## config.mk

```make
export PLATFORM = sky130hd
export DESIGN_NAME = sts_sequencer
export DESIGN_NICKNAME = d
export VERILOG_FILES = /design/src/common/sts_pkg.sv /design/src/sts_sequencer.sv
export VERILOG_INCLUDE_DIRS = /design/src /design/src/common
export SDC_FILE = /design/constraint.sdc
export NUM_CORES = 1
export LEC_CHECK = 0
export ABC_CLOCK_PERIOD_IN_PS = 3250
export BUFFER_PORTS_ARGS = -buffer_cell sky130_fd_sc_hd__buf_2
export CAP_MARGIN = 30
export CORE_UTILIZATION = 55
export DETAILED_ROUTE_END_ITERATION = 10
export HOLD_SLACK_MARGIN = 0.05
export PLACE_DENSITY = 0.76
export SLEW_MARGIN = 20
export SYNTH_ARGS = -nofsm -noshare
export SYNTH_HDL_FRONTEND = slang
export SYNTH_SLANG_ARGS = --single-unit
```

## constraint.sdc

```tcl
create_clock -name clk_in -period 3.25 [get_ports clk_in]
set_clock_uncertainty 0.1 [all_clocks]
set_input_delay 0.325 -clock clk_in [delete_from_list [all_inputs] [get_ports clk_in]]
set_output_delay 0.325 -clock clk_in [all_outputs]
set_load 0.05 [all_outputs]
```

## src/common/sts_params.svh

```systemverilog
// Timing defaults and phase count for the source transfer sequencer
`ifndef STS_PARAMS_SVH
`define STS_PARAMS_SVH
`define STS_CLK_HZ            25000000
`define STS_PHASES            3
`define STS_START_DLY_MS      3
`define STS_STANDBY_DLY_MS    1
`define STS_RETURN_DLY_MS     300
`define STS_COOL_DLY_MS       300
`define STS_MS_CYCLES(ms)     ((ms) * (`STS_CLK_HZ / 1000))
`define STS_OPEN_GAP_CYCLES   4
`endif

```

## src/common/sts_pkg.sv

```systemverilog
// Types shared by the source transfer sequencer
package sts_pkg;
  typedef enum logic [2:0] {
    STS_IDLE     = 3'b000,
    STS_START    = 3'b001,
    STS_WAIT_EM  = 3'b010,
    STS_STANDBY  = 3'b011,
    STS_ON_EM    = 3'b100,
    STS_RETURN   = 3'b101,
    STS_COOL     = 3'b110
  } sts_state_t;

  // Switch commands: at most one of the two close outputs is high
  typedef struct packed {
    logic close_normal;
    logic close_emergency;
  } sts_switch_t;
endpackage

```

## src/sts_sequencer.sv

```systemverilog
// Source transfer sequencer: source judging, delay timers, generator and switch control
`timescale 1ns/10ps
`include "sts_params.svh"

// Behaviour
// RQ1: Source acceptable only if all phases in-window
// RQ2: Any phase out of window means failed
// RQ3: All phases back in window means restored
// RQ4: Normal failure starts engine start delay
// RQ5: Restore during start delay clears, no start
// RQ6: Start delay done, still failed: start generator
// RQ7: Emergency acceptable after start begins standby delay
// RQ8: Standby delay done: connect load to emergency
// RQ9: Load stays on emergency until return done
// RQ10: Normal restored on emergency starts return delay
// RQ11: Normal fails during return: clear, stay
// RQ12: Return done, normal steady: reconnect normal
// RQ13: Back on normal, cooldown runs generator unloaded
// RQ14: Cooldown expiry drops generator start
// RQ15: At power-on, run generator through cooldown
// RQ16: Never both closed; open before close
// RQ17: Four delays as cycle parameters, count from zero
module sts_sequencer
  import sts_pkg::*;
#(
  parameter int PHASES     = `STS_PHASES,
  parameter int START_CYC  = `STS_MS_CYCLES(`STS_START_DLY_MS),
  parameter int STBY_CYC   = `STS_MS_CYCLES(`STS_STANDBY_DLY_MS),
  parameter int RETURN_CYC = `STS_MS_CYCLES(`STS_RETURN_DLY_MS),
  parameter int COOL_CYC   = `STS_MS_CYCLES(`STS_COOL_DLY_MS),
  parameter int GAP_CYC    = `STS_OPEN_GAP_CYCLES
)(
  input  wire logic              clk_in,
  input  wire logic              rstn_in,
  input  wire logic [PHASES-1:0] norm_volt_ok_in,
  input  wire logic [PHASES-1:0] norm_freq_ok_in,
  input  wire logic [PHASES-1:0] emer_volt_ok_in,
  input  wire logic [PHASES-1:0] emer_freq_ok_in,
  output logic                   gen_start_out,
  output sts_switch_t            switch_out,
  output logic                   norm_ok_out,
  output logic                   emer_ok_out,
  output sts_state_t             state_out
);

  localparam int TW = 32;

  // Acceptance: every sensed phase must pass both checks
  function automatic logic src_ok(input logic [PHASES-1:0] v, input logic [PHASES-1:0] f);
    src_ok = &(v & f);
  endfunction

  sts_state_t      state_q;
  logic [TW-1:0]   tmr_q;
  logic            norm_ok;
  logic            emer_ok;
  logic            want_emer;    // Target position of the load
  logic [TW-1:0]   gap_q;
  sts_switch_t     sw_q;
  logic            gen_q;
  logic            tmr_done;
  logic [TW-1:0]   tmr_lim;

  // RQ1 judging of both sources
  // RQ2 any failing phase drops the flag
  // RQ3 restored as soon as all phases pass again
  assign norm_ok = src_ok(norm_volt_ok_in, norm_freq_ok_in);
  assign emer_ok = src_ok(emer_volt_ok_in, emer_freq_ok_in);

  // Limit for the timer of the current state
  always_comb
  begin
    case (state_q)
      STS_START:   tmr_lim = TW'(START_CYC);
      STS_STANDBY: tmr_lim = TW'(STBY_CYC);
      STS_RETURN:  tmr_lim = TW'(RETURN_CYC);
      STS_COOL:    tmr_lim = TW'(COOL_CYC);
      default:     tmr_lim = '1;
    endcase
  end

  // RQ17 timer expires after the parameter count
  assign tmr_done = (tmr_q >= tmr_lim - TW'(1));

  // Sequence control; timer restarts at zero on every state change
  always_ff @(posedge clk_in or negedge rstn_in)
  begin
    if (!rstn_in)
    begin
      // RQ15 power-on begins in cooldown with generator running
      state_q <= STS_COOL;
      tmr_q   <= '0;
    end
    else
    begin
      tmr_q <= tmr_q + TW'(1);
      case (state_q)
        STS_IDLE:
        begin
          // RQ4 normal failure starts engine start delay
          if (!norm_ok)
          begin
            state_q <= STS_START;
            tmr_q   <= '0;
          end
        end
        STS_START:
        begin
          // RQ5 restore clears the timer, no start issued
          if (norm_ok)
          begin
            state_q <= STS_IDLE;
            tmr_q   <= '0;
          end
          // RQ6 delay complete with normal still failed
          else if (tmr_done)
          begin
            state_q <= STS_WAIT_EM;
            tmr_q   <= '0;
          end
        end
        STS_WAIT_EM:
        begin
          // RQ7 acceptable emergency starts standby delay
          if (emer_ok)
          begin
            state_q <= STS_STANDBY;
            tmr_q   <= '0;
          end
        end
        STS_STANDBY:
        begin
          // An unstable generator restarts the wait
          if (!emer_ok)
          begin
            state_q <= STS_WAIT_EM;
            tmr_q   <= '0;
          end
          // RQ8 transfer to emergency
          else if (tmr_done)
          begin
            state_q <= STS_ON_EM;
            tmr_q   <= '0;
          end
        end
        STS_ON_EM:
        begin
          // RQ10 normal restored starts return delay
          if (norm_ok)
          begin
            state_q <= STS_RETURN;
            tmr_q   <= '0;
          end
        end
        STS_RETURN:
        begin
          // RQ11 normal fails again: clear, load stays put
          if (!norm_ok)
          begin
            state_q <= STS_ON_EM;
            tmr_q   <= '0;
          end
          // RQ12 return delay done with normal steady
          else if (tmr_done)
          begin
            state_q <= STS_COOL;
            tmr_q   <= '0;
          end
        end
        STS_COOL:
        begin
          // RQ14 cooldown expiry ends the run
          if (tmr_done)
          begin
            state_q <= norm_ok ? STS_IDLE : STS_START;
            tmr_q   <= '0;
          end
        end
        default:
        begin
          state_q <= STS_IDLE;
          tmr_q   <= '0;
        end
      endcase
    end
  end

  // RQ9 load target follows only the emergency holding states
  assign want_emer = (state_q == STS_ON_EM) || (state_q == STS_RETURN);

  // Generator run command
  always_ff @(posedge clk_in or negedge rstn_in)
  begin
    if (!rstn_in)
      gen_q <= 1'b1;
    else
      // RQ13 generator keeps running through cooldown
      gen_q <= (state_q != STS_IDLE) && (state_q != STS_START);
  end

  // RQ16 break before make: open both, wait a gap, then close target
  always_ff @(posedge clk_in or negedge rstn_in)
  begin
    if (!rstn_in)
    begin
      sw_q  <= '0;
      gap_q <= '0;
    end
    else if ((sw_q.close_emergency && !want_emer) || (sw_q.close_normal && want_emer))
    begin
      sw_q  <= '0;
      gap_q <= '0;
    end
    else if (!sw_q.close_emergency && !sw_q.close_normal)
    begin
      if (gap_q >= TW'(GAP_CYC))
      begin
        sw_q.close_emergency <= want_emer;
        sw_q.close_normal    <= !want_emer;
      end
      else
        gap_q <= gap_q + TW'(1);
    end
  end

  assign gen_start_out = gen_q;
  assign switch_out    = sw_q;
  assign norm_ok_out   = norm_ok;
  assign emer_ok_out   = emer_ok;
  assign state_out     = state_q;
endmodule

```

==> results.md, run 1 <==
- Async S/R FF share, synth: 1.000
- DR WL/cell: 15.01 um
- First-pass GRT wire length: 11550 um
- Initial antenna violation count: 0
- Worst path cell trace: inv_2 -> nand2_4 -> inv_2 -> ha_1 -> a21oi_1 -> o21ai_0 -> a221o_1 -> a2111o_1 -> o32a_4 -> nor2_1
- Post-Route M1 WL: 3389 um
- Slew margin rel.: 0.4700
- Max Clk Rate: 311.2 MHz
- Initial drt markers: 156
- Final min period: 3.214 ns
- Cell mode on critical path: inv_2
- Post-Synth Simple-Gate Area: 0.2407
- Main combinational cell family by area after synthesis: simple AND/OR/NAND/NOR gates
- Post-synthesis adder-cell area fraction: 0.1043
- Vias: 2748
- Pin count of the biggest net entering global routing: 37
- Max Used Layer: met4
- Routed wl met3: 172 um
- Total power: 0.001842 W
- Slowest cell delay on critical path: 0.59 ns
- Largest area contributor in the netlist: dfrtp_1
- Hold Fails Final Rpt: 0
- CP startpoint kind: flip-flop
- Slowest-stage cell, CP: dfstp_2
- Top cells by count, synth: dfrtp_1 (67), nor2_1 (54), and2_1 (31), ha_1 (31), nand2_1 (27)
- Peak VDD IR: 0.4138 mV
- Fill cells: 481
- Clock transition at path regs: 0.09 ns
- Critical path class: flip-flop to flip-flop
- Die Span Y: 84.21 um
- CTS tree: yes
- #FFs+latches synth: 70
- Worst EP required: 3.42 ns
- Residual DRC: 0
- Dominant synthesized flop cell: dfrtp_1
- Power density cells: 435.6 nW/um^2
- Core box area: 6422 um^2
- Min Hold Slack: 0.3546 ns
- ANT cells: 0
- Post-synthesis cell count: 370
- Post-synth EDFFs: 0
- Fin cells: 488
- RD Place Congestion: 0.8691
- Status: complete, no violations
- Layout area overhead: 13.77%
- Worst slew pin tran: 0.7950 ns
- # port buffers: 21
- HPWL after DPL: 4697 um
- Post-Syn Area: 3717 um^2
- Root buf cell: clkbuf_8
- Post-route ant nets: 0
- Multi-input logic area: 1936 um^2
- Mux cell area share after synthesis: 0.008415
- TritonCTS buffer count: 9
- Via/cell ratio: 5.631
- Die area: 7091 um^2
- Yosys warns: 0
- Worst-Skew Late Latency: 0.36 ns
- Met2 wire length: 3625 um
- GRT Total Usage: 0.2064
- P_leak: 2.140 nW
- Overflow after GRT: 0
- XOR/XNOR Fraction of Synth Area: 0.07540
- Fin Setup TNS: 0 ns
- Yosys cell types: 45
- Mapped Avg Cell Area: 10.05 um^2
- Drt pass-1 iters: 4
- Crit path DAT: 3.39 ns
- MaxCap Viol Count: 0
- Sequential share of the synthesized area: 0.4722
- Compound-Gate Fraction of Synth Area: 0.07035
- Std cell rows: 29
- Vias in the first global route: 2640
- Post-synth top area share: 0.4510
- Layout cells sized above 1: 0.1727
- CTS H-tree lvls: 3
- Die width: 84.21 um
- Final setup vio count: 0
- Worst min-delay path category: input port to flip-flop
- Seq. cell area: 1757 um^2
- Buf/Inv on CP: 2
- Longest Clk Path Bufs: 2
- Fin crit share: 0.9888
- Initial core utilization: 0.5788
- Syn nets: 415
- Fin. max-slew vios: 0
- Clk sinks: 70
- Max Fanout on Critical Path: 16
- CP top delay family: compound AO/OA/AOI/OAI gates
- CP endpoint kind: flip-flop
- Most frequent cell after synthesis: dfrtp_1
- Placed cells: 462
- Final #Nets: 451
- Ports: 22
- Total wire length: 7324 um
- Synth top area cells: dfrtp_1 (45%), ha_1 (10%), nor2_1 (5.5%), and2_1 (5.2%), xnor2_1 (4.2%)
[flip-flops by register name, summed over array words and instances, names as in the netlist]
name / flops
switch_out: 2
gap_q: 32
gen_start_out: 1
tmr_q: 32
state_out: 3
[cell usage in the layout (no fill, tap or decap), types with 2 or more instances in the layout]
cell / instances
xnor2_1: 18
xor2_1: 14
buf_2: 21
nand4_1: 10
and3_1: 6
nor3_1: 8
a21oi_1: 11
nor2_1: 54
nand2_2: 2
clkbuf_8: 9
nand2_4: 2
clkbuf_1: 2
and4_1: 4
inv_1: 8
o21ai_0: 5
inv_2: 2
ha_1: 30
clkinvlp_4: 2
nand3_1: 14
nor2_2: 2
o32a_4: 2
and2_1: 31
dfstp_2: 3
a21o_1: 2
dfrtp_1: 66
nor4_1: 9
nand2_1: 24
or4_1: 2
buf_4: 13
o311ai_1: 2
nor2b_1: 5
mux2i_1: 2
[per-stage QoR]
step                        util  area, um^2  setup WS (ns)
after detailed placement  0.6102        3919        0.02833
final                     0.6585        4229        0.03636
after global placement    0.6102        3919        0.07993
after global routing      0.6585        4229       -0.09794
after floorplan                -        3761       0.005195
after CTS                 0.6413        4119        0.03199
[logic make-up (layout without fill, tap and decap cells)]
logic type                 count (synthesis)  count (layout)
xor gates and xnor gates                  32              32
and+or+nand+nor                          177             178
DFF                                       70              70
buffers and inverters                     22              61
AOI/OAI and AO/OA                         35              36
adders and majority gates                 31              31
muxes                                      3               3
[layout make-up]
| cell class | count | area share |
|---|---|---|
| multi-input cells | 280 | 0.4577 |
| flip-flops and latches | 70 | 0.4154 |
| repair buffers | 35 | 0.05030 |
| clock buffers | 11 | 0.03107 |
| well taps | 77 | 0.02278 |
| clock inverters | 5 | 0.01391 |
| inverters | 10 | 0.008876 |
[worst reg2reg max path, delay by kind of cell (launching register included)]
family | cells | cell delay, ns
adders and majority gates | 1 | 0.31
DFF | 1 | 0.59
and+or+nand+nor | 2 | 0.28
AOI/OAI and AO/OA | 5 | 1.67
buffers and inverters | 2 | 0.17
[report_power, final]
| group | switching, W | leakage (nW) | internal [W] |
|---|---|---|---|
| clock network | 0.000344 | 0.0899 | 0.000356 |
| registers | 0.0000481 | 0.946 | 0.000910 |
| logic | 0.000103 | 1.10 | 0.0000811 |
[path summary, 6_finish.rpt]
path,startpoint,endpoint,slack [ns],depth (start not counted)
min,emer_freq_ok_in[1],state_out[0]$_DFFE_PN0P_,0.35,5
min reg2reg,gap_q[19]$_DFFE_PN0P_,gap_q[19]$_DFFE_PN0P_,0.39,1
min in group asynchronous,rstn_in,tmr_q[31]$_DFF_PN0_,0.50,2
max in group asynchronous,rstn_in,gap_q[0]$_DFFE_PN0P_,1.81,3
max,state_out[2]$_DFFE_PN1P_,tmr_q[5]$_DFF_PN0_,0.04,10
max reg2reg,state_out[2]$_DFFE_PN1P_,tmr_q[5]$_DFF_PN0_,0.04,10
[per-layer routing]
layer  vias to the layer above  GRT usage
met5                         -          0
met4                         0    0.08777
met3                        17    0.05113
met2                        30     0.3696
met1                      1355     0.2350
li1                       1346          -
[what timing repair did]
item / CTS / global route
endpoints found under the hold margin: 31 / 0
gates cloned: 0 / 2
endpoints found under the setup margin: 2 / 34
setup buffers: 0 / 7
gates resized for setup: 2 / 8
hold buffers: 1 / 0
pin swaps: 0 / 3
Note: power is estimated with default switching activity, not from simulation.
==> inputs of run 2 (changes only) <==
--- a/config.mk
+++ b/config.mk
@@ -9,10 +9,13 @@
 export ABC_CLOCK_PERIOD_IN_PS = 3250
 export BUFFER_PORTS_ARGS = -buffer_cell sky130_fd_sc_hd__buf_2
 export CAP_MARGIN = 30
-export CORE_UTILIZATION = 55
+export CELL_PAD_IN_SITES_DETAIL_PLACEMENT = 1
+export CELL_PAD_IN_SITES_GLOBAL_PLACEMENT = 1
+export CORE_UTILIZATION = 43
 export DETAILED_ROUTE_END_ITERATION = 10
 export HOLD_SLACK_MARGIN = 0.05
-export PLACE_DENSITY = 0.76
+export PLACE_DENSITY_LB_ADDON = 0.1
+export SKIP_CTS_REPAIR_TIMING = 1
 export SLEW_MARGIN = 20
 export SYNTH_ARGS = -nofsm -noshare
 export SYNTH_HDL_FRONTEND = slang
==> run 2 against run 1 <==
Against the previous run: wire length is 23% higher; sequential cell count stayed put; register-to-register slack better by 0.02 ns; non-clock buffer count is 5 higher; fmax is 0.59% higher; die area is 27% higher; cell area is 4.1% higher; worst hold slack better by 0.024 ns; critical path depth stayed put; combinational power is 8% higher; sequential power is 0.4% lower; utilization is 13 points lower.
==> results.md, run 2 (same netlist as run 1, synthesis figures left out) <==
- Status: complete, no violations (unchanged)
- Clk sinks: 70 (unchanged)
- CP endpoint kind: flip-flop (unchanged)
- Clock transition at path regs: 0.08 ns (was 0.09 ns)
- Commonest non-fill, non-tap cell in the layout: dfrtp_1 (unchanged)
- Initial antenna violation count: 0 (unchanged)
- # port buffers: 21 (unchanged)
- First-pass GRT wire length: 13790 um (was 11550 um)
- Die width: 94.98 um (was 84.21 um)
- Longest Clk Path Bufs: 2 (unchanged)
- Unrepaired setup endpoints after global routing: true
- Layout cells sized above 1: 0.1995 (was 0.1727)
- Commonest cells after routing, fill and taps aside: dfrtp_1 (66), nor2_1 (52), and2_1 (31) (was dfrtp_1 (66), nor2_1 (54), and2_1 (31))
- Ports: 22 (unchanged)
- Final min period: 3.195 ns (was 3.214 ns)
- Total wire length: 8982 um (was 7324 um)
- RD Place Congestion: 0.7678 (was 0.8691)
- Peak VDD IR: 0.2522 mV (was 0.4138 mV)
- Worst path cell trace: xor2_1 -> nand2_2 -> nand2_4 -> ha_4 -> a21oi_1 -> o21ai_0 -> a221o_1 -> a2111o_1 -> o32a_4 -> nor2b_1 (was inv_2 -> nand2_4 -> inv_2 -> ha_1 -> a21oi_1 -> o21ai_0 -> a221o_1 -> a2111o_1 -> o32a_4 -> nor2_1)
- Slowest-stage cell, CP: dfstp_2 (unchanged)
- Vias in the first global route: 2828 (was 2640)
- Drt pass-1 iters: 4 (unchanged)
- Final #Nets: 456 (was 451)
- Die Span Y: 94.98 um (was 84.21 um)
- Fin. max-slew vios: 0 (unchanged)
- Layout area overhead: 18.44% (was 13.77%)
- Power density cells: 449.6 nW/um^2 (was 435.6 nW/um^2)
- DR WL/cell: 17.24 um (was 15.01 um)
- GRT Total Usage: 0.2022 (was 0.2064)
- Fill cells: 953 (was 481)
- Placed cells: 497 (was 462)
- Worst slew pin tran: 0.6644 ns (was 0.7950 ns)
- CTS tree: yes (unchanged)
- Post-route ant nets: 0 (unchanged)
- Min Hold Slack: 0.3789 ns (was 0.3546 ns)
- Fin cells: 521 (was 488)
- P_leak: 2.194 nW (was 2.140 nW)
- Via/cell ratio: 5.466 (was 5.631)
- Worst-Skew Late Latency: 0.35 ns (was 0.36 ns)
- Critical path class: flip-flop to flip-flop (unchanged)
- Worst min-delay path category: input port to asynchronous set/reset pin (was input port to flip-flop)
- Initial drt markers: 109 (was 156)
- Crit path DAT: 3.37 ns (was 3.39 ns)
- CTS H-tree lvls: 3 (unchanged)
- Max Clk Rate: 313.0 MHz (was 311.2 MHz)
- Overflow after GRT: 0 (unchanged)
- HPWL after DPL: 5791 um (was 4697 um)
- Pin count of the biggest net entering global routing: 71 (was 37)
- TritonCTS buffer count: 9 (unchanged)
- ANT cells: 0 (unchanged)
- Buf/Inv on CP: 0 (was 2)
- CP startpoint kind: flip-flop (unchanged)
- CP top delay family: compound AO/OA/AOI/OAI gates (unchanged)
- Slew margin rel.: 0.5530 (was 0.4700)
- Final setup vio count: 0 (unchanged)
- Total power: 0.001980 W (was 0.001842 W)
- Core box area: 8299 um^2 (was 6422 um^2)
- Std cell rows: 33 (was 29)
- Initial core utilization: 0.4479 (was 0.5788)
- Hold Fails Final Rpt: 0 (unchanged)
- Die area: 9021 um^2 (was 7091 um^2)
- Fin crit share: 0.9831 (was 0.9888)
- Worst EP required: 3.43 ns (was 3.42 ns)
- Max Fanout on Critical Path: 16 (unchanged)
- Residual DRC: 0 (unchanged)
- MaxCap Viol Count: 0 (unchanged)
- Slowest cell delay on critical path: 0.55 ns (was 0.59 ns)
- Root buf cell: clkbuf_8 (unchanged)
- Vias: 2848 (was 2748)
run 2: cell types whose count changed in the layout (fill, tap and decap cells not counted), moves of 2 or more:
cell | previous run | this run
nor2_1 | 54 | 52
o311ai_1 | 2 | 0
buf_4 | 13 | 17
nor2_2 | 2 | 4
clkbuf_1 | 2 | 0
o311ai_2 | 0 | 2
run 2: routing by layer:
metal / wire, um / part of all wire / vias up / track usage
met5: 0 / 0 / - / 0
met4: 145 / 0.016 / 0 / 0.07197
met3: 174 / 0.019 / 14 / 0.02899
met2: 4450 / 0.50 / 32 / 0.3507
met1: 4211 / 0.47 / 1440 / 0.2556
li1: - / - / 1362 / -
run 2: metrics by stage:
stage               area [um^2]  utilization  setup slack (ns)  TNS, ns
floorplan                  3761            -          0.005195        0
global placement           4006       0.4827           0.03138        0
detailed placement         4006       0.4827          -0.05108  -0.8096
CTS                        4235       0.5103          -0.08426   -1.691
global route               4403       0.5305          -0.05066   -1.026
finish                     4403       0.5305           0.05507        0
run 2: final timing paths:
kind / depth (start not counted) / slack (ns) / to / start
max in group asynchronous: 4 / 2.07 / state_out[1]$_DFFE_PN1P_ / rstn_in
min in group clk_in: 1 / 0.39 / gap_q[13]$_DFFE_PN0P_ / gap_q[13]$_DFFE_PN0P_
worst min register to register: 1 / 0.39 / gap_q[13]$_DFFE_PN0P_ / gap_q[13]$_DFFE_PN0P_
worst max-delay path: 10 / 0.06 / tmr_q[1]$_DFF_PN0_ / state_out[1]$_DFFE_PN1P_
worst min-delay path: 3 / 0.38 / tmr_q[21]$_DFF_PN0_ / rstn_in
worst max register to register: 10 / 0.06 / tmr_q[1]$_DFF_PN0_ / state_out[1]$_DFFE_PN1P_
run 2: final cells by class:
class,count,area [um^2],area share
timing repair buffer,40,270.3,0.06138
multi-input combinational,280,1978,0.4493
clock inverter,7,105.1,0.02387
clock buffer,9,123.9,0.02813
sequential,70,1757,0.3990
inverter,10,37.54,0.008525
tap,105,131.4,0.02984
run 2: where the power goes:
group	switching (W)	total [W]	internal, W
combinational	0.000110	0.000199	0.0000889
clock	0.000382	0.000826	0.000445
sequential	0.0000451	0.000954	0.000909
run 2: worst min-delay path, cell delays in order:
cell	delay (ns)
dlygate4sd3_1	0.52
buf_2	0.09
buf_4	0.28
